## src/hw/chgmon_pkg.sv

```systemverilog
// Constants, types and helpers shared by the charger supervisory block.
// Assumes one 200 MHz clock and comparator levels already in that domain.
//
// What this block does
// [RQ1] Junction at about 120 C reduces charge current to hold temperature.
// [RQ2] Sense voltage outside the window halts charging and shows a fault.
// [RQ3] Sense back inside the window, with hysteresis, resumes charging by itself.
// [RQ4] Above cold threshold (900 mV) stop and flag; resume below 780 mV.
// [RQ5] Below hot threshold (225 mV) stop; resume at 248 mV.
// [RQ6] Without thermistor, board fits half the pull-up resistor instead.
// [RQ7] After end-of-charge deglitch, sink probe current for limit/54000.
// [RQ8] Output below precharge after sink: source probe, then test recharge level.
// [RQ9] Output swinging between both thresholds within one probe means no battery.
// [RQ10] Two open-collector status outputs for lamps or a host.
// [RQ11] Precharge or fast charge: first output on, second off.
// [RQ12] Current below termination, charge done: first off, second on.
// [RQ13] Input below battery plus 50 mV, standby: both outputs off.
// [RQ14] Temperature fault, battery absent or timer expiry: both outputs on.
// [RQ15] Shutdown pin grounded runs; floating shuts down and turns reference off.
// [RQ16] End of charge only after current stays low for limit/220.
// [RQ17] Precharge safety timer of limit/8; still low at expiry faults.
// [RQ18] Fault indication takes precedence over all other indications; a temperature fault shows only outside standby and shutdown.
// [RQ19] On means the open collector sinks; off leaves the pin released.
package chgmon_pkg;

  ////////////////////////////////////////////////////////////////////////////
  // Timing
  localparam longint unsigned CLK_HZ       = 64'h0000_0000_0BEB_C200;
  localparam longint unsigned CHG_LIMIT_S  = 64'h0000_0000_0000_2A30;
  localparam longint unsigned DIV_DEGLITCH = 64'h0000_0000_0000_00DC;
  localparam longint unsigned DIV_PROBE    = 64'h0000_0000_0000_D2F0;
  localparam longint unsigned DIV_PRECH    = 64'h0000_0000_0000_0008;
  localparam int              TMR_W        = 48;

  ////////////////////////////////////////////////////////////////////////////
  // Register map and fields
  localparam logic [7:0] OFS_EVT   = 8'h00;
  localparam logic [7:0] OFS_MASK  = 8'h04;
  localparam logic [7:0] OFS_STATE = 8'h08;
  localparam logic [7:0] OFS_CTRL  = 8'h0C;
  localparam int         EVT_W        = 5;
  localparam int         EVT_DONE     = 0;
  localparam int         EVT_ABSENT   = 1;
  localparam int         EVT_OVERTIME = 2;
  localparam int         EVT_TEMP     = 3;
  localparam int         EVT_STANDBY  = 4;
  localparam logic [EVT_W-1:0] EVT_RST  = 5'h00;
  localparam logic [EVT_W-1:0] MASK_RST = 5'h00;
  localparam int         CTRL_INHIBIT = 0;
  localparam logic       CTRL_RST     = 1'h0;
  localparam int         STA_COLD     = 9;
  localparam int         STA_HOT      = 10;
  localparam int         STA_ABSENT   = 11;
  localparam int         STA_REDUCE   = 12;
  localparam int         STA_PIN_A    = 13;
  localparam int         STA_PIN_B    = 14;

  ////////////////////////////////////////////////////////////////////////////
  // Types
  typedef enum logic [8:0] {
    ST_SHDN     = 9'h001,
    ST_STANDBY  = 9'h002,
    ST_PRECH    = 9'h004,
    ST_FAST     = 9'h008,
    ST_SINK     = 9'h010,
    ST_SOURCE   = 9'h020,
    ST_ABSENT   = 9'h040,
    ST_DONE     = 9'h080,
    ST_OVERTIME = 9'h100
  } chgmon_state_e;

  // Thermistor window comparators
  typedef struct packed {
    logic above_cold;     // Sense above cold_limit_threshold
    logic below_cold_rel; // Sense below cold_limit_release
    logic below_hot;      // Sense below hot_limit_threshold
    logic above_hot_rel;  // Sense above hot_limit_release
  } chgmon_therm_s;

  // Supply, current and output comparators
  typedef struct packed {
    logic vin_low;        // Input below battery plus 50 mV
    logic below_term;     // Charge current below termination_current
    logic vout_below_pre; // Output below precharge_threshold
    logic vout_above_rch; // Output above recharge_threshold
    logic shutdown_float; // Shutdown pin left floating
    logic junction_hot;   // Junction at its regulation temperature
  } chgmon_sup_s;

  // Cycle count of limit/div, rounded up, never below one
  function automatic logic [TMR_W-1:0] chgmon_ceil_div(input longint unsigned n,
                                                       input longint unsigned d);
    longint unsigned q;
    q = (n + d - 64'h1) / d;
    if (q == 64'h0)
      q = 64'h1;
    return q[TMR_W-1:0];
  endfunction

endpackage

```

## src/hw/chgmon_therm.sv

```systemverilog
// Thermistor window with hysteresis and junction thermal loop request.
// Assumes comparator levels synchronous to the clock.
`timescale 1ns/1ps
module chgmon_therm
  import chgmon_pkg::*;
(
  // Clock and reset
  input  wire logic          i_clk_sys,
  input  wire logic          i_srst,
  // Comparators
  input  wire chgmon_therm_s i_therm,
  input  wire logic          i_junction_hot,
  // Results
  output logic               o_cold_fault,
  output logic               o_hot_fault,
  output logic               o_temp_ok,
  output logic               o_reduce_current
);

  logic cold_reg;
  logic hot_reg;
  logic reduce_reg;

  // Set at the limit, release only past the hysteresis level
  always_ff @(posedge i_clk_sys)
  begin
    if (i_srst)
    begin
      cold_reg   <= 1'b0;
      hot_reg    <= 1'b0;
      reduce_reg <= 1'b0;
    end
    else
    begin
      if (i_therm.above_cold)
        cold_reg <= 1'b1;          // RQ4
      else if (i_therm.below_cold_rel)
        cold_reg <= 1'b0;          // RQ3
      if (i_therm.below_hot)
        hot_reg <= 1'b1;           // RQ5
      else if (i_therm.above_hot_rel)
        hot_reg <= 1'b0;           // RQ3
      reduce_reg <= i_junction_hot; // RQ1
    end
  end

  // Window outputs
  assign o_cold_fault     = cold_reg;
  assign o_hot_fault      = hot_reg;
  assign o_temp_ok        = !cold_reg && !hot_reg; // RQ2
  assign o_reduce_current = reduce_reg;

endmodule

```

## src/hw/chgmon_timer.sv

```systemverilog
// Restartable up-counter that flags when a cycle limit is reached.
// Assumes the limit is stable while the timer runs.
`timescale 1ns/1ps
module chgmon_timer
  import chgmon_pkg::*;
#(
  parameter int W = TMR_W
)(
  // Clock and reset
  input  wire logic         i_clk_sys,
  input  wire logic         i_srst,
  // Control
  input  wire logic         i_restart,
  input  wire logic         i_run,
  input  wire logic [W-1:0] i_limit,
  // Result
  output logic              o_expired
);

  logic [W-1:0] cnt_reg;

  // Expired once the count meets the limit
  assign o_expired = (cnt_reg >= i_limit);

  // Count while running, hold at the limit
  always_ff @(posedge i_clk_sys)
  begin
    if (i_srst || i_restart)
      cnt_reg <= '0;
    else if (i_run && !o_expired)
      cnt_reg <= cnt_reg + 1'b1;
  end

endmodule

```

## src/hw/chgmon_top.sv

```systemverilog
// Charger supervisor: charge state, battery probe, status pins, AHB-Lite regs.
// Assumes comparator inputs synchronous to i_clk_sys and a single AHB master.
//
// Chosen here: register access over AHB-Lite and the register addresses.
`timescale 1ns/1ps
module chgmon_top
  import chgmon_pkg::*;
#(
  parameter longint unsigned P_CHG_LIMIT_CYC = CHG_LIMIT_S * CLK_HZ
)(
  // Clock and reset
  input  wire logic          i_clk_sys,
  input  wire logic          i_srst,
  // AHB-Lite slave
  input  wire logic          i_hsel,
  input  wire logic [31:0]   i_haddr,
  input  wire logic [1:0]    i_htrans,
  input  wire logic          i_hwrite,
  input  wire logic [2:0]    i_hsize,
  input  wire logic [31:0]   i_hwdata,
  input  wire logic          i_hready,
  output logic [31:0]        o_hrdata,
  output logic               o_hreadyout,
  output logic               o_hresp,
  // Comparators
  input  wire chgmon_therm_s i_therm,
  input  wire chgmon_sup_s   i_sup,
  // Charger controls
  output logic               o_charge_enable,
  output logic               o_precharge_sel,
  output logic               o_reduce_current,
  output logic               o_probe_sink,
  output logic               o_probe_source,
  output logic               o_vref_enable,
  output logic               o_low_power,
  // Open-collector status pins
  input  wire logic          i_status_out_a,
  output logic               o_status_out_a,
  output logic               o_status_out_a_oe,
  input  wire logic          i_status_out_b,
  output logic               o_status_out_b,
  output logic               o_status_out_b_oe,
  // Interrupt
  output logic               o_irq
);

  ////////////////////////////////////////////////////////////////////////////
  // Timer limits from the charge time limit; a probe's entry edge is its first cycle
  localparam logic [TMR_W-1:0] DEGL_LIM  = chgmon_ceil_div(P_CHG_LIMIT_CYC, DIV_DEGLITCH);
  localparam logic [TMR_W-1:0] PROBE_LIM = chgmon_ceil_div(P_CHG_LIMIT_CYC, DIV_PROBE) - 1'b1;
  localparam logic [TMR_W-1:0] PRECH_LIM = chgmon_ceil_div(P_CHG_LIMIT_CYC, DIV_PRECH);
  localparam logic [TMR_W-1:0] CHG_LIM   = chgmon_ceil_div(P_CHG_LIMIT_CYC, 64'h1);

  chgmon_state_e    state_reg;
  chgmon_state_e    state_next;
  logic             absent_reg;
  logic             absent_next;
  logic [EVT_W-1:0] evt_reg;
  logic [EVT_W-1:0] mask_reg;
  logic             inhibit_reg;
  logic             temp_ok_reg;
  logic             a_on_reg;
  logic             b_on_reg;
  logic             chg_en_reg;
  logic             prech_sel_reg;
  logic             sink_reg;
  logic             source_reg;
  logic             vref_reg;
  logic             irq_reg;
  logic [31:0]      hrdata_reg;
  logic             wr_pend_reg;
  logic [7:0]       wr_addr_reg;

  ////////////////////////////////////////////////////////////////////////////
  // Thermistor window and timers
  logic cold_fault;
  logic hot_fault;
  logic temp_ok;
  logic degl_exp;
  logic probe_exp;
  logic prech_exp;
  logic chg_exp;

  chgmon_therm u_therm (
    .i_clk_sys        (i_clk_sys),
    .i_srst           (i_srst),
    .i_therm          (i_therm),
    .i_junction_hot   (i_sup.junction_hot),
    .o_cold_fault     (cold_fault),
    .o_hot_fault      (hot_fault),
    .o_temp_ok        (temp_ok),
    .o_reduce_current (o_reduce_current)
  );

  // State decode shared by timers, outputs and events
  wire in_prech    = (state_reg == ST_PRECH);
  wire in_fast     = (state_reg == ST_FAST);
  wire in_probe    = (state_reg == ST_SINK) || (state_reg == ST_SOURCE);
  wire in_active   = (state_reg != ST_SHDN) && (state_reg != ST_STANDBY);
  wire charging    = (in_prech || in_fast) && temp_ok && !inhibit_reg;
  wire state_chg   = (state_next != state_reg);
  wire enter_fast  = (state_next == ST_FAST) && !in_fast;

  chgmon_timer u_degl (
    .i_clk_sys (i_clk_sys),
    .i_srst    (i_srst),
    .i_restart (!in_fast || !i_sup.below_term),
    .i_run     (charging),
    .i_limit   (DEGL_LIM),
    .o_expired (degl_exp)
  );

  chgmon_timer u_probe (
    .i_clk_sys (i_clk_sys),
    .i_srst    (i_srst),
    .i_restart (state_chg),
    .i_run     (in_probe),
    .i_limit   (PROBE_LIM),
    .o_expired (probe_exp)
  );

  chgmon_timer u_prech (
    .i_clk_sys (i_clk_sys),
    .i_srst    (i_srst),
    .i_restart (state_reg == ST_STANDBY),
    .i_run     (in_prech && charging),
    .i_limit   (PRECH_LIM),
    .o_expired (prech_exp)
  );

  chgmon_timer u_chg (
    .i_clk_sys (i_clk_sys),
    .i_srst    (i_srst),
    .i_restart (enter_fast),
    .i_run     (in_fast && charging),
    .i_limit   (CHG_LIM),
    .o_expired (chg_exp)
  );

  ////////////////////////////////////////////////////////////////////////////
  // Charge state sequence
  always_comb
  begin
    state_next = state_reg;
    if (i_sup.shutdown_float)
      state_next = ST_SHDN;                                       // RQ15
    else if (i_sup.vin_low)
      state_next = ST_STANDBY;                                    // RQ13
    else
    begin
      case (state_reg)
        ST_SHDN:
          state_next = ST_STANDBY;
        ST_STANDBY:
          state_next = i_sup.vout_below_pre ? ST_PRECH : ST_FAST;
        ST_PRECH:
          if (!i_sup.vout_below_pre)
            state_next = ST_FAST;
          else if (prech_exp)
            state_next = ST_OVERTIME;                             // RQ17
        ST_FAST:
          if (chg_exp)
            state_next = ST_OVERTIME;
          else if (degl_exp)
            state_next = ST_SINK;                                 // RQ16 RQ7
        ST_SINK:
          if (probe_exp)
          begin
            if (i_sup.vout_below_pre)
              state_next = ST_SOURCE;                             // RQ8
            else
              state_next = absent_reg ? ST_STANDBY : ST_DONE;
          end
        ST_SOURCE:
          if (probe_exp)
            state_next = i_sup.vout_above_rch ? ST_ABSENT : ST_PRECH; // RQ9
        ST_ABSENT:
          state_next = ST_SINK;
        ST_DONE:
          if (!i_sup.vout_above_rch)
            state_next = ST_FAST;
        ST_OVERTIME:
          state_next = ST_OVERTIME;
        default:
          state_next = ST_SHDN;
      endcase
    end
  end

  // Absent flag holds across the repeated probe loop
  always_comb
  begin
    absent_next = absent_reg;
    if (state_next == ST_ABSENT)
      absent_next = 1'b1;
    else if ((state_next == ST_STANDBY) || (state_next == ST_SHDN) ||
             (state_next == ST_PRECH) || (state_next == ST_FAST))
      absent_next = 1'b0;
  end

  // Status indication with faults first
  wire fault_ind = absent_reg || (state_reg == ST_ABSENT) ||
                   (state_reg == ST_OVERTIME) ||
                   (!temp_ok && in_active);                        // RQ14 RQ2
  wire a_on_next = fault_ind || in_prech || in_fast;                // RQ18 RQ11
  wire b_on_next = fault_ind || in_probe || (state_reg == ST_DONE); // RQ18 RQ12

  ////////////////////////////////////////////////////////////////////////////
  // AHB-Lite decode
  wire        addr_ph   = i_hsel && i_htrans[1] && i_hready;
  wire [7:0]  rd_ofs    = i_haddr[7:0];
  wire        wr_evt    = wr_pend_reg && (wr_addr_reg == OFS_EVT);
  wire        wr_mask   = wr_pend_reg && (wr_addr_reg == OFS_MASK);
  wire        wr_ctrl   = wr_pend_reg && (wr_addr_reg == OFS_CTRL);
  wire [31:0] state_word = {17'h00000, i_status_out_b, i_status_out_a,
                            o_reduce_current, absent_reg, hot_fault,
                            cold_fault, state_reg};
  wire [31:0] rd_value  = (rd_ofs == OFS_EVT)   ? {27'h0000000, evt_reg}  :
                          (rd_ofs == OFS_MASK)  ? {27'h0000000, mask_reg} :
                          (rd_ofs == OFS_STATE) ? state_word :
                          (rd_ofs == OFS_CTRL)  ? {31'h00000000, inhibit_reg} :
                          32'h00000000;

  // Events: set wins over a write-one clear
  wire [EVT_W-1:0] evt_set;
  assign evt_set[EVT_DONE]     = state_chg && (state_next == ST_DONE);
  assign evt_set[EVT_ABSENT]   = state_chg && (state_next == ST_ABSENT) && !absent_reg;
  assign evt_set[EVT_OVERTIME] = state_chg && (state_next == ST_OVERTIME);
  assign evt_set[EVT_TEMP]     = temp_ok_reg && !temp_ok;
  assign evt_set[EVT_STANDBY]  = state_chg && (state_next == ST_STANDBY) && in_active;
  wire [EVT_W-1:0] evt_clr  = wr_evt ? i_hwdata[EVT_W-1:0] : EVT_RST;
  wire [EVT_W-1:0] evt_next = (evt_reg & ~evt_clr) | evt_set;

  // Bus phase tracking and read data
  always_ff @(posedge i_clk_sys)
  begin
    if (i_srst)
    begin
      wr_pend_reg <= 1'b0;
      wr_addr_reg <= 8'h00;
      hrdata_reg  <= 32'h00000000;
    end
    else
    begin
      wr_pend_reg <= addr_ph && i_hwrite;
      if (addr_ph)
        wr_addr_reg <= i_haddr[7:0];
      if (addr_ph && !i_hwrite)
        hrdata_reg <= rd_value;
    end
  end

  // Software registers
  always_ff @(posedge i_clk_sys)
  begin
    if (i_srst)
    begin
      evt_reg     <= EVT_RST;
      mask_reg    <= MASK_RST;
      inhibit_reg <= CTRL_RST;
      irq_reg     <= 1'b0;
    end
    else
    begin
      evt_reg <= evt_next;
      irq_reg <= |(evt_next & mask_reg);
      if (wr_mask)
        mask_reg <= i_hwdata[EVT_W-1:0];
      if (wr_ctrl)
        inhibit_reg <= i_hwdata[CTRL_INHIBIT];
    end
  end

  // Charger state, flags and output flops
  always_ff @(posedge i_clk_sys)
  begin
    if (i_srst)
    begin
      state_reg     <= ST_SHDN;
      absent_reg    <= 1'b0;
      temp_ok_reg   <= 1'b1;
      a_on_reg      <= 1'b0;
      b_on_reg      <= 1'b0;
      chg_en_reg    <= 1'b0;
      prech_sel_reg <= 1'b0;
      sink_reg      <= 1'b0;
      source_reg    <= 1'b0;
      vref_reg      <= 1'b0;
    end
    else
    begin
      state_reg     <= state_next;
      absent_reg    <= absent_next;
      temp_ok_reg   <= temp_ok;
      a_on_reg      <= a_on_next;
      b_on_reg      <= b_on_next;
      chg_en_reg    <= charging;                         // RQ2 RQ3
      prech_sel_reg <= (state_next == ST_PRECH);
      sink_reg      <= (state_next == ST_SINK);          // RQ7
      source_reg    <= (state_next == ST_SOURCE);        // RQ8
      vref_reg      <= (state_next != ST_SHDN);          // RQ15
    end
  end

  ////////////////////////////////////////////////////////////////////////////
  // Outputs
  assign o_hrdata          = hrdata_reg;
  assign o_hreadyout       = 1'b1;
  assign o_hresp           = 1'b0;
  assign o_charge_enable   = chg_en_reg;
  assign o_precharge_sel   = prech_sel_reg;
  assign o_probe_sink      = sink_reg;
  assign o_probe_source    = source_reg;
  assign o_vref_enable     = vref_reg;
  assign o_low_power       = !vref_reg;
  assign o_status_out_a    = 1'b0;     // RQ19
  assign o_status_out_b    = 1'b0;     // RQ19
  assign o_status_out_a_oe = a_on_reg; // RQ10
  assign o_status_out_b_oe = b_on_reg; // RQ10
  assign o_irq             = irq_reg;
endmodule
```

## config.mk

```make
export PLATFORM = sky130hd
export DESIGN_NAME = chgmon_top
export DESIGN_NICKNAME = d
export VERILOG_FILES = /design/src/hw/chgmon_pkg.sv /design/src/hw/chgmon_therm.sv /design/src/hw/chgmon_timer.sv /design/src/hw/chgmon_top.sv
export SDC_FILE = /design/constraint.sdc
export NUM_CORES = 1
export LEC_CHECK = 0
export BUFFER_PORTS_ARGS = -buffer_cell sky130_fd_sc_hd__buf_2
export CORE_UTILIZATION = 49
export DETAILED_ROUTE_END_ITERATION = 8
export PLACE_DENSITY = 0.69
export SLEW_MARGIN = 20
export SYNTH_ARGS = -nofsm -noshare
export SYNTH_HDL_FRONTEND = slang
export SYNTH_SLANG_ARGS = --single-unit
```

## constraint.sdc

```tcl
create_clock -name i_clk_sys -period 3.2 [get_ports i_clk_sys]
set_clock_uncertainty 0.05 [all_clocks]
set_input_delay 0.16 -clock i_clk_sys [delete_from_list [all_inputs] [get_ports i_clk_sys]]
set_output_delay 0.16 -clock i_clk_sys [all_outputs]
set_load 0.005 [all_outputs]
```

==> results_dict.tcl, run 1 <==
set metrics [dict create \
    worstRegToRegCells 9 \
    syn_avg_cell_area_um2 8.57 \
    netlist.area_leader.share 0.444 \
    path_delay_family "simple AND/OR/NAND/NOR gates" \
    status "complete, no violations" \
    crit_cells 9 \
    die_x_um 153 \
    r2r_end "u_probe.cnt_reg[25]" \
    syn2layout_area_growth_pct 17.3 \
    slew_headroom 0.595 \
    rows 55 \
    leakage_uw 0.00482 \
    ios 132 \
    synth-edff-count 0 \
    die_area_mm2 0.0235 \
    die_y_um 153 \
    yosys_warnings 0 \
    critPathMaxFanout 26 \
    grt_pass1_wl_um 40700 \
    cpMaxStageDelayCell "or4_1" \
    seq_area_mm2 0.00499 \
    finalWirelength_um 24200 \
    combPwrFrac 0.033 \
    layout-drive-gt1-share 0.133 \
    cts_tree "built" \
    place_congestion 0.906 \
    cp.arrival_ns 3.49 \
    clk_latency_ns 0.53 \
    path_buf_inv 1 \
    crit_required_ns 3.61 \
    routedWlPerCell_um 14.0 \
    endpoint "u_probe.cnt_reg[25]" \
    path_clk_slew_ns 0.06 \
    startpoint_type "register" \
    seq_area_frac_synth 0.444 \
    initial_utilization 0.497 \
    grt_use_total 0.205 \
    synth_top_cell_by_area "dfxtp_1" \
    htreeDepth 1 \
    ir_drop_mv 0.400 \
    ant_nets 0 \
    grt_max_degree 50 \
    dpl_worst_slack_ns 0.0766 \
    antenna_found_initial 0 \
    cts_buffers 26 \
    overflow 0 \
    pwr-share-clk 0.482 \
    setup_viol 0 \
    fin_tns_setup_ns 0 \
    fin_crit_ns 3.08 \
    multi_input_area_mm2 0.00581 \
    hold_violations 0 \
    worst_pin_slew_ns 0.608 \
    synth_top_family_by_area "simple AND/OR/NAND/NOR gates" \
    p_int_uw 5050 \
    drc 0 \
    dr.pass1.iters 5 \
    fillerInstances 2007 \
    rsz0062_at_grt "false" \
    synth-compound-area-share 0.0940 \
    synth_cells 1310 \
    crit_chain "or4_1, nor3_2, a211oi_1, or3_4, a221oi_2, o311ai_1, or4_1, buf_12, a21oi_1" \
    end_kind "register" \
    r2r_start "u_prech.cnt_reg[19]" \
    avgViaCountPerCell 5.32 \
    synth_simple_gate_area_frac 0.300 \
    power.switching_uw 1370 \
    ys_ff_latch 249 \
    swShare 0.213 \
    seqPwrFrac 0.486 \
    power_density_mw_per_mm2 488 \
    slew_violations 0 \
    synth_ff_type "dfxtp_1" \
    drtIter0Drc 651 \
    setup.worst_path.start "u_prech.cnt_reg[19]" \
    r2r_slack_ns 0.12 \
    vias 9173 \
    placeableCoreArea_mm2 0.0226 \
    cpMostUsedCell "or4_1" \
    slowest_delay_ns 0.57 \
    grt_pass1_vias 8660 \
    yosys.area_share.xor_xnor 0.0905 \
    post-cts-setup-buffers 0 \
    synth_area_mm2 0.0112 \
    fin_crit_sh 0.961 \
    cap_viol_max_count 0 \
    clkSinkCount 249 \
    async_reset_ff_frac 0 \
    netlist-cell-type-count 79 \
    setup_slack_ns 0.125 \
    layout.nets 1511 \
    max_freq_mhz 325 \
    dp_hpwl_um 16600 \
    synth_mux_area_frac 0.0146 \
    io_buffers 55 \
    diodes 0 \
    path_class "register to register" \
    cts_max_path_buffers 3 \
    hp-class "input pin to register" \
    yosys-top-cells-area "dfxtp_1, nor2_1, xnor2_1" \
    cts-root-buf "clkbuf_16" \
    synth_fa_ha_area_frac 0.00669 \
]
[cell type report]
class	instances	share of cell area
Clock buffer	36	0.0561
Clock inverter	12	0.0112
Inverter	46	0.0131
Multi-Input combinational cell	961	0.441
Sequential cell	249	0.379
Tap cell	285	0.0271
Timing Repair Buffer	135	0.0726
[timing repair]
| item | in CTS | in global routing |
|---|---|---|
| hold endpoints to repair | 31 | 0 |
| resized for setup | 0 | 13 |
| endpoints found under the setup margin | 0 | 50 |
| hold buffers | 22 | 0 |
[per-stage QoR]
stage	util	area [um^2]	hold slack (ns)	std cells	power [uW]
after floorplan	-	11300	0.227	1329	3320
after global placement	0.532	12000	0.323	1654	3370
after detailed placement	0.532	12000	0.327	1654	3370
after CTS	0.581	13100	0.00178	1724	6500
after global routing	0.584	13200	0.0530	1724	6650
final	0.584	13200	0.0341	1724	6420
[how the worst min path moves through the flow]
stage	startpoint	cells after the start	slack, ns	to
after floorplan	i_therm[3]	2	0.23	u_therm.o_cold_fault
after global placement	i_therm[1]	3	0.32	u_therm.o_hot_fault
after detailed placement	i_therm[1]	3	0.33	u_therm.o_hot_fault
after CTS	i_sup[1]	4	0.002	state_reg[1]
after global routing	i_sup[1]	4	0.05	state_reg[1]
final	i_sup[1]	4	0.03	state_reg[1]
[metal layers]
metal / vias up / share of wire / GRT usage
met5: - / 0 / 0
met4: 0 / 0.016 / 0.0524
met3: 28 / 0.039 / 0.0323
met2: 157 / 0.46 / 0.341
met1: 4271 / 0.48 / 0.276
li1: 4717 / - / -
[cell families after synthesis]
kind of cell / Yosys count
DFF: 249
adders and majority gates: 6
other: 2
muxes: 15
buffers and inverters: 119
and+or+nand+nor: 645
AOI/OAI and AO/OA: 158
xor gates and xnor gates: 116
[synth_stat cells, drive strengths merged, types with 3 or more instances]
cell type and n:
clkbuf 44, nand2b 5, or4 13, o21a 4, a32oi 3, a211o 3, xor2 56, a31oi 3
and3b 3, dfxtp 249, ha 6, a2111oi 4, nand4 31, and2 59, nor4 32, o2111ai 4
inv 45, mux2i 13, nand3 53, nor3b 5, nor3 48, or3 26, nand2 102, nor2b 10
and3 27, a21oi 50, nor4b 4, and4 15, or2 6, a22oi 16, xnor2 60, a211oi 7
buf 29, o21ai 33, a21o 4, nor2 198
[tightest hold or removal path, stage by stage]
cell and delay (ns):
buf_2 0.14, inv_1 0.09, o31ai_1 0.10, nor2_1 0.06
[layout by cell type (no fill, tap or decap), drive strengths merged, types with 6 or more instances in the layout]
cell,instances
or3,26
nor4,32
nor2b,10
inv,45
dfxtp,249
buf,113
or2,6
and3,27
mux2i,13
clkbuf,36
nor2,198
and4,15
or4,13
nand4,31
conb,21
xor2,56
nand2,102
o21ai,33
xnor2,60
a22oi,16
and2,59
nand3,53
a211oi,7
ha,6
a21oi,50
nor3,48
dlygate4sd3,22
[power by group through the flow]
stage	registers (uW)	logic (uW)	clock network (uW)
2_1_floorplan	3190	132	0
3_3_place_gp	3190	182	0
3_5_place_dp	3190	183	0
4_1_cts	3120	206	3170
5_1_grt	3120	227	3310
6_report	3120	209	3090
Power figures use the tool's default switching activity.
==> inputs of run 2 (changes only) <==
--- a/config.mk
+++ b/config.mk
@@ -6,9 +6,9 @@
 export NUM_CORES = 1
 export LEC_CHECK = 0
 export BUFFER_PORTS_ARGS = -buffer_cell sky130_fd_sc_hd__buf_2
-export CORE_UTILIZATION = 49
+export CORE_UTILIZATION = 55
 export DETAILED_ROUTE_END_ITERATION = 8
-export PLACE_DENSITY = 0.69
+export PLACE_DENSITY = 0.74
 export SLEW_MARGIN = 20
 export SYNTH_ARGS = -nofsm -noshare
 export SYNTH_HDL_FRONTEND = slang
==> constraint.sdc (replaced) <==
create_clock -name i_clk_sys -period 3.2 [get_ports i_clk_sys]
set_clock_uncertainty 0.05 [all_clocks]
set_input_delay 0.32 -clock i_clk_sys [delete_from_list [all_inputs] [get_ports i_clk_sys]]
set_output_delay 0.32 -clock i_clk_sys [all_outputs]
set_load 0.005 [all_outputs]
==> run 2 against run 1 <==
Critical path depth did not move. Sequential share of layout area rose by 0.15 points. Routed wire length rose by 0.98%. Via count rose by 0.93%. Largest power group unchanged. Highest routed layer unchanged.
==> results_dict.tcl, run 2 (same netlist as run 1, synthesis figures left out) <==
set metrics [dict create \
    cp.arrival_ns 3.46 \
    grt_pass1_wl_um 40300 \
    whs_path_depth 3 \
    die_y_um 145 \
    p_int_uw 4960 \
    status "complete, no violations" \
    r2r_slack_ns 0.16 \
    critPathMaxFanout 15 \
    cts_buffers 27 \
    r2r_end "u_probe.cnt_reg[14]" \
    layout.nets 1515 \
    die_x_um 145 \
    ant_nets 0 \
    diodes 0 \
    clkSinkCount 249 \
    setup_viol 0 \
    cap_viol_max_count 0 \
    overflow 0 \
    worstRegToRegCells 9 \
    htreeDepth 1 \
    syn2layout_area_growth_pct 16.9 \
    grt_use_total 0.235 \
    crit_required_ns 3.62 \
    fin_crit_sh 0.950 \
    cts-root-buf "clkbuf_16" \
    hp-class "input pin to register" \
    cts_max_path_buffers 3 \
    fin_crit_ns 3.04 \
    power_density_mw_per_mm2 485 \
    pwr-share-clk 0.477 \
    io_buffers 55 \
    clk_latency_ns 0.55 \
    slew_headroom 0.597 \
    path_class "register to register" \
    ios 132 \
    initial_utilization 0.569 \
    leakage_uw 0.00483 \
    routedWlPerCell_um 14.3 \
    slew_violations 0 \
    r2r_start "u_probe.cnt_reg[3]" \
    rsz0062_at_grt "false" \
    drc 0 \
    worst_pin_slew_ns 0.605 \
    end_kind "register" \
    antenna_found_initial 0 \
    layout-drive-gt1-share 0.140 \
    endpoint "u_probe.cnt_reg[14]" \
    swShare 0.221 \
    drtIter0Drc 554 \
    finalWirelength_um 24400 \
    cts_tree "built" \
    max_freq_mhz 329 \
    combPwrFrac 0.032 \
    hold_violations 0 \
    vias 9258 \
    power.switching_uw 1410 \
    dpl_worst_slack_ns 0.0339 \
    die_area_mm2 0.0210 \
    seqPwrFrac 0.490 \
    final_common_cell "dfxtp_1" \
    grt_max_degree 54 \
    fin_tns_setup_ns 0 \
    rows 51 \
    setup_slack_ns 0.160 \
    grt_pass1_vias 8668 \
    placeableCoreArea_mm2 0.0197 \
    final_cell_mix "dfxtp_1, nor2_1, nand2_1" \
    ir_drop_mv 0.402 \
    place_congestion 0.901 \
    startpoint_type "register" \
    dp_hpwl_um 16700 \
    avgViaCountPerCell 5.43 \
    setup.worst_path.start "u_probe.cnt_reg[3]" \
    dr.pass1.iters 5 \
    path_clk_slew_ns 0.06 \
]
[run 2: changes by cell type in the layout (fill, tap and decap cells not counted), sizes merged]
| cell | before | now |
|---|---|---|
| buf | 113 | 122 |
| clkbuf | 36 | 31 |
| bufinv | 3 | 2 |
| dlygate4sd3 | 22 | 16 |
| clkinvlp | 5 | 1 |
| clkinv | 5 | 12 |
| inv | 45 | 46 |
[run 2: critical path, stage by stage (launching register included)]
cell and delay [ns]:
dfxtp_1 0.38, and4_2 0.29, nand3_1 0.12, a211o_1 0.39, a2111oi_4 0.41, o21ai_0 0.16, mux2_2 0.30, or4_4 0.54
buf_6 0.20, nor2_1 0.13
[run 2: metrics by stage]
stage / area, um^2 / utilization / hold WS (ns) / power [uW] / cells
after CTS: 13100 / 0.663 / 0.00151 / 6400 / 1705
after global routing: 13100 / 0.665 / 0.00994 / 6550 / 1705
after floorplan: 11300 / - / 0.353 / 3320 / 1329
after global placement: 12000 / 0.611 / 0.361 / 3370 / 1643
after detailed placement: 12000 / 0.611 / 0.363 / 3370 / 1643
final: 13100 / 0.665 / 0.00900 / 6360 / 1705
[run 2: power by group through the flow]
| stage | Combinational (uW) | Clock, uW | Sequential (uW) |
|---|---|---|---|
| 6_report | 205 | 3040 | 3120 |
| 5_1_grt | 224 | 3210 | 3120 |
| 4_1_cts | 199 | 3080 | 3120 |
| 3_5_place_dp | 182 | 0 | 3190 |
| 3_3_place_gp | 182 | 0 | 3190 |
| 2_1_floorplan | 132 | 0 | 3190 |
[run 2: layout make-up]
| class | instances | area [um^2] |
|---|---|---|
| fill | 1633 | 6600 |
| multi-input combinational | 961 | 5800 |
| sequential | 249 | 4990 |
| timing repair buffer | 138 | 955 |
| clock buffer | 31 | 711 |
| tap | 265 | 332 |
| inverter | 46 | 173 |
| clock inverter | 15 | 161 |
[run 2: how the worst min path moves through the flow]
| stage | startpoint | end |
|---|---|---|
| 2_1_floorplan | u_chg.cnt_reg[46] | u_chg.cnt_reg[46] |
| 3_3_place_gp | u_chg.cnt_reg[46] | u_chg.cnt_reg[46] |
| 3_5_place_dp | u_chg.cnt_reg[45] | u_chg.cnt_reg[45] |
| 4_1_cts | i_therm[2] | u_therm.o_cold_fault |
| 5_1_grt | i_haddr[5] | wr_addr_reg[5] |
| 6_report | i_haddr[5] | wr_addr_reg[5] |
[run 2: metal layers]
| layer | up-vias | share of wire | global-route usage |
|---|---|---|---|
| met3 | 40 | 0.037 | 0.0339 |
| met2 | 171 | 0.47 | 0.406 |
| met4 | 0 | 0.020 | 0.0670 |
| li1 | 4707 | - | - |
| met5 | - | 0 | 0 |
| met1 | 4340 | 0.47 | 0.305 |
[run 2: repair_timing]
action,CTS,global route
buffers inserted,0,0
gates resized for setup,0,13
hold buffers,16,0
setup endpoints to repair,0,49
hold endpoints to repair,17,0
==> inputs of run 3 (changes only) <==
--- a/config.mk
+++ b/config.mk
@@ -5,10 +5,11 @@
 export SDC_FILE = /design/constraint.sdc
 export NUM_CORES = 1
 export LEC_CHECK = 0
+export ABC_AREA = 1
 export BUFFER_PORTS_ARGS = -buffer_cell sky130_fd_sc_hd__buf_2
 export CORE_UTILIZATION = 55
 export DETAILED_ROUTE_END_ITERATION = 8
-export PLACE_DENSITY = 0.74
+export PLACE_DENSITY = 0.73
 export SLEW_MARGIN = 20
 export SYNTH_ARGS = -nofsm -noshare
 export SYNTH_HDL_FRONTEND = slang
==> run 3 against run 2 <==
Critical path depth rose by 7. Hold slack improved by 0.013 ns. Synthesized area rose by 14%. Highest routed layer unchanged. Fmax rose by 7.2%. Cell count rose by 34%. Utilization fell by 3.4 points.
==> results_dict.tcl, run 3 <==
set metrics [dict create \
    crit_required_ns 3.63 \
    layout.nets 2078 \
    dr.pass1.iters 5 \
    ys_ff_latch 249 \
    r2r_slack_ns 0.37 \
    htreeDepth 1 \
    whs_path_depth 4 \
    drtIter0Drc 874 \
    netlist.area_leader.share 0.391 \
    layout-drive-gt1-share 0.0972 \
    grt_use_total 0.252 \
    async_reset_ff_frac 0 \
    vias 12015 \
    final_common_cell "nand2_1" \
    setup_slack_ns 0.366 \
    ant_nets 0 \
    routedWlPerCell_um 13.1 \
    netlist-cell-type-count 45 \
    syn2layout_area_growth_pct 12.5 \
    yosys-top-cells-area "dfxtp_1, nand2_1, nor2_1" \
    pwr-share-clk 0.484 \
    seq_area_frac_synth 0.391 \
    startpoint_type "register" \
    slew_headroom 0.361 \
    worst_pin_slew_ns 0.949 \
    swShare 0.222 \
    final_util 0.632 \
    ir_drop_mv 0.480 \
    placeableCoreArea_mm2 0.0227 \
    hold_violations 0 \
    clk_latency_ns 0.54 \
    grt_max_degree 49 \
    setup_viol 0 \
    cts_buffers 28 \
    cts_max_path_buffers 3 \
    synth_top_cell_by_area "dfxtp_1" \
    clkSinkCount 249 \
    power_density_mw_per_mm2 450 \
    fin_crit_sh 0.886 \
    path_clk_slew_ns 0.06 \
    critPathMaxFanout 48 \
    dpl_worst_slack_ns 0.446 \
    initial_utilization 0.562 \
    drc 0 \
    cts-root-buf "clkbuf_16" \
    leakage_uw 0.00539 \
    grt_pass1_vias 11060 \
    io_buffers 55 \
    yosys_warnings 0 \
    place_congestion 0.947 \
    r2r_start "state_reg[8]" \
    synth_cells 1906 \
    seqPwrFrac 0.484 \
    slew_violations 0 \
    synthTopCellsByCount "nand2_1, nor2_1, inv_1, dfxtp_1, a21oi_1" \
    worstRegToRegCells 16 \
    die_y_um 154 \
    power.switching_uw 1430 \
    fin_crit_ns 2.83 \
    hp-class "input pin to register" \
    end_kind "register" \
    dp_hpwl_um 21600 \
    p_total_uw 6460 \
    rows 55 \
    worstHoldStart "i_therm[2]" \
    cts_tree "built" \
    max_freq_mhz 353 \
    rsz0062_at_grt "false" \
    cp.arrival_ns 3.26 \
    synth_area_mm2 0.0128 \
    syn_avg_cell_area_um2 6.69 \
    finalWirelength_um 29900 \
    p_int_uw 5030 \
    cap_viol_max_count 0 \
    synth-edff-count 0 \
    fin_tns_setup_ns 0 \
    synth_most_common_cell "nand2_1" \
    grt_pass1_wl_um 50500 \
    avgViaCountPerCell 5.24 \
    setup.worst_path.start "state_reg[8]" \
    antenna_found_initial 1 \
    die_x_um 154 \
    r2r_end "u_probe.cnt_reg[8]" \
    status "complete, no violations" \
    path_class "register to register" \
    ios 132 \
    final_cell_mix "nand2_1, nor2_1, inv_1" \
    overflow 0 \
    die_area_mm2 0.0238 \
    holdPathEnd "u_therm.o_cold_fault" \
    synth_ff_type "dfxtp_1" \
    combPwrFrac 0.032 \
]
==> run 3: worst max path at each step <==
| stage | endpoint | slack (ns) | depth (start not counted) |
|---|---|---|---|
| 3_3_place_gp | u_chg.cnt_reg[19] | 0.48 | 16 |
| 4_1_cts | u_chg.cnt_reg[19] | 0.38 | 16 |
| 5_1_grt | u_chg.cnt_reg[19] | 0.08 | 16 |
| 2_1_floorplan | u_prech.cnt_reg[16] | 0.94 | 13 |
| 3_5_place_dp | u_probe.cnt_reg[17] | 0.45 | 16 |
| 6_report | u_probe.cnt_reg[8] | 0.37 | 16 |
==> run 3: what timing repair did <==
action	in CTS	in global routing
endpoints found under the hold margin	10	0
setup buffers	0	0
hold buffers	10	0
gates resized for setup	0	0
==> run 3: per-stage QoR <==
step                      instances  cell area, um^2  hold slack [ns]
after floorplan                1925            12800            0.358
after global routing           2292            14400           0.0290
final                          2292            14400           0.0220
after CTS                      2291            14300          0.00935
after global placement         2231            13300            0.364
after detailed placement       2231            13300            0.368
==> run 3: layout make-up <==
cell class,count,area [um^2]
Fill cell,2148,8360
Tap cell,285,357
Clock buffer,37,806
Multi-Input combinational cell,1344,6500
Clock inverter,13,103
Timing Repair Buffer,86,558
Inverter,277,1040
Sequential cell,249,4980
Antenna cell,1,2.50
==> run 3: power by group through the flow <==
stage	registers [uW]	clock network [uW]	logic (uW)
2_1_floorplan	3190	0	146
3_5_place_dp	3200	0	194
5_1_grt	3130	3330	227
6_report	3130	3130	206
3_3_place_gp	3200	0	192
4_1_cts	3130	3200	204
==> run 3: layer usage <==
| metal | part of all wire | vias to the layer above | GRT usage | routed length (um) |
|---|---|---|---|---|
| met2 | 0.47 | 279 | 0.433 | 14000 |
| met5 | 0 | - | 0 | 0 |
| met1 | 0.46 | 5455 | 0.333 | 13800 |
| met3 | 0.048 | 64 | 0.0308 | 1420 |
| met4 | 0.024 | 0 | 0.0712 | 720 |
| li1 | - | 6217 | - | - |
==> run 3: cells by family after synthesis <==
logic type,share of synthesized area
flops,0.391
buf+inv,0.107
fa+ha+maj,0.00589
mux,0.00628
other cells,0.000589
xor+xnor,0.0398
simple gates,0.366
compound gates,0.0838
==> run 3: critical path, stage by stage (launching register included) <==
cell and delay [ns]:
dfxtp_1 0.38, inv_2 0.22, nand3_1 0.16, nor2_4 0.24
inv_2 0.09, nand2_4 0.09, nor2_1 0.06, nand3_2 0.06
nand2_2 0.07, nor2_4 0.24, o21ai_1 0.25, nand2_1 0.12
nand4_1 0.11, nor2_1 0.14, nand3_2 0.12, buf_12 0.22
nor2_1 0.12
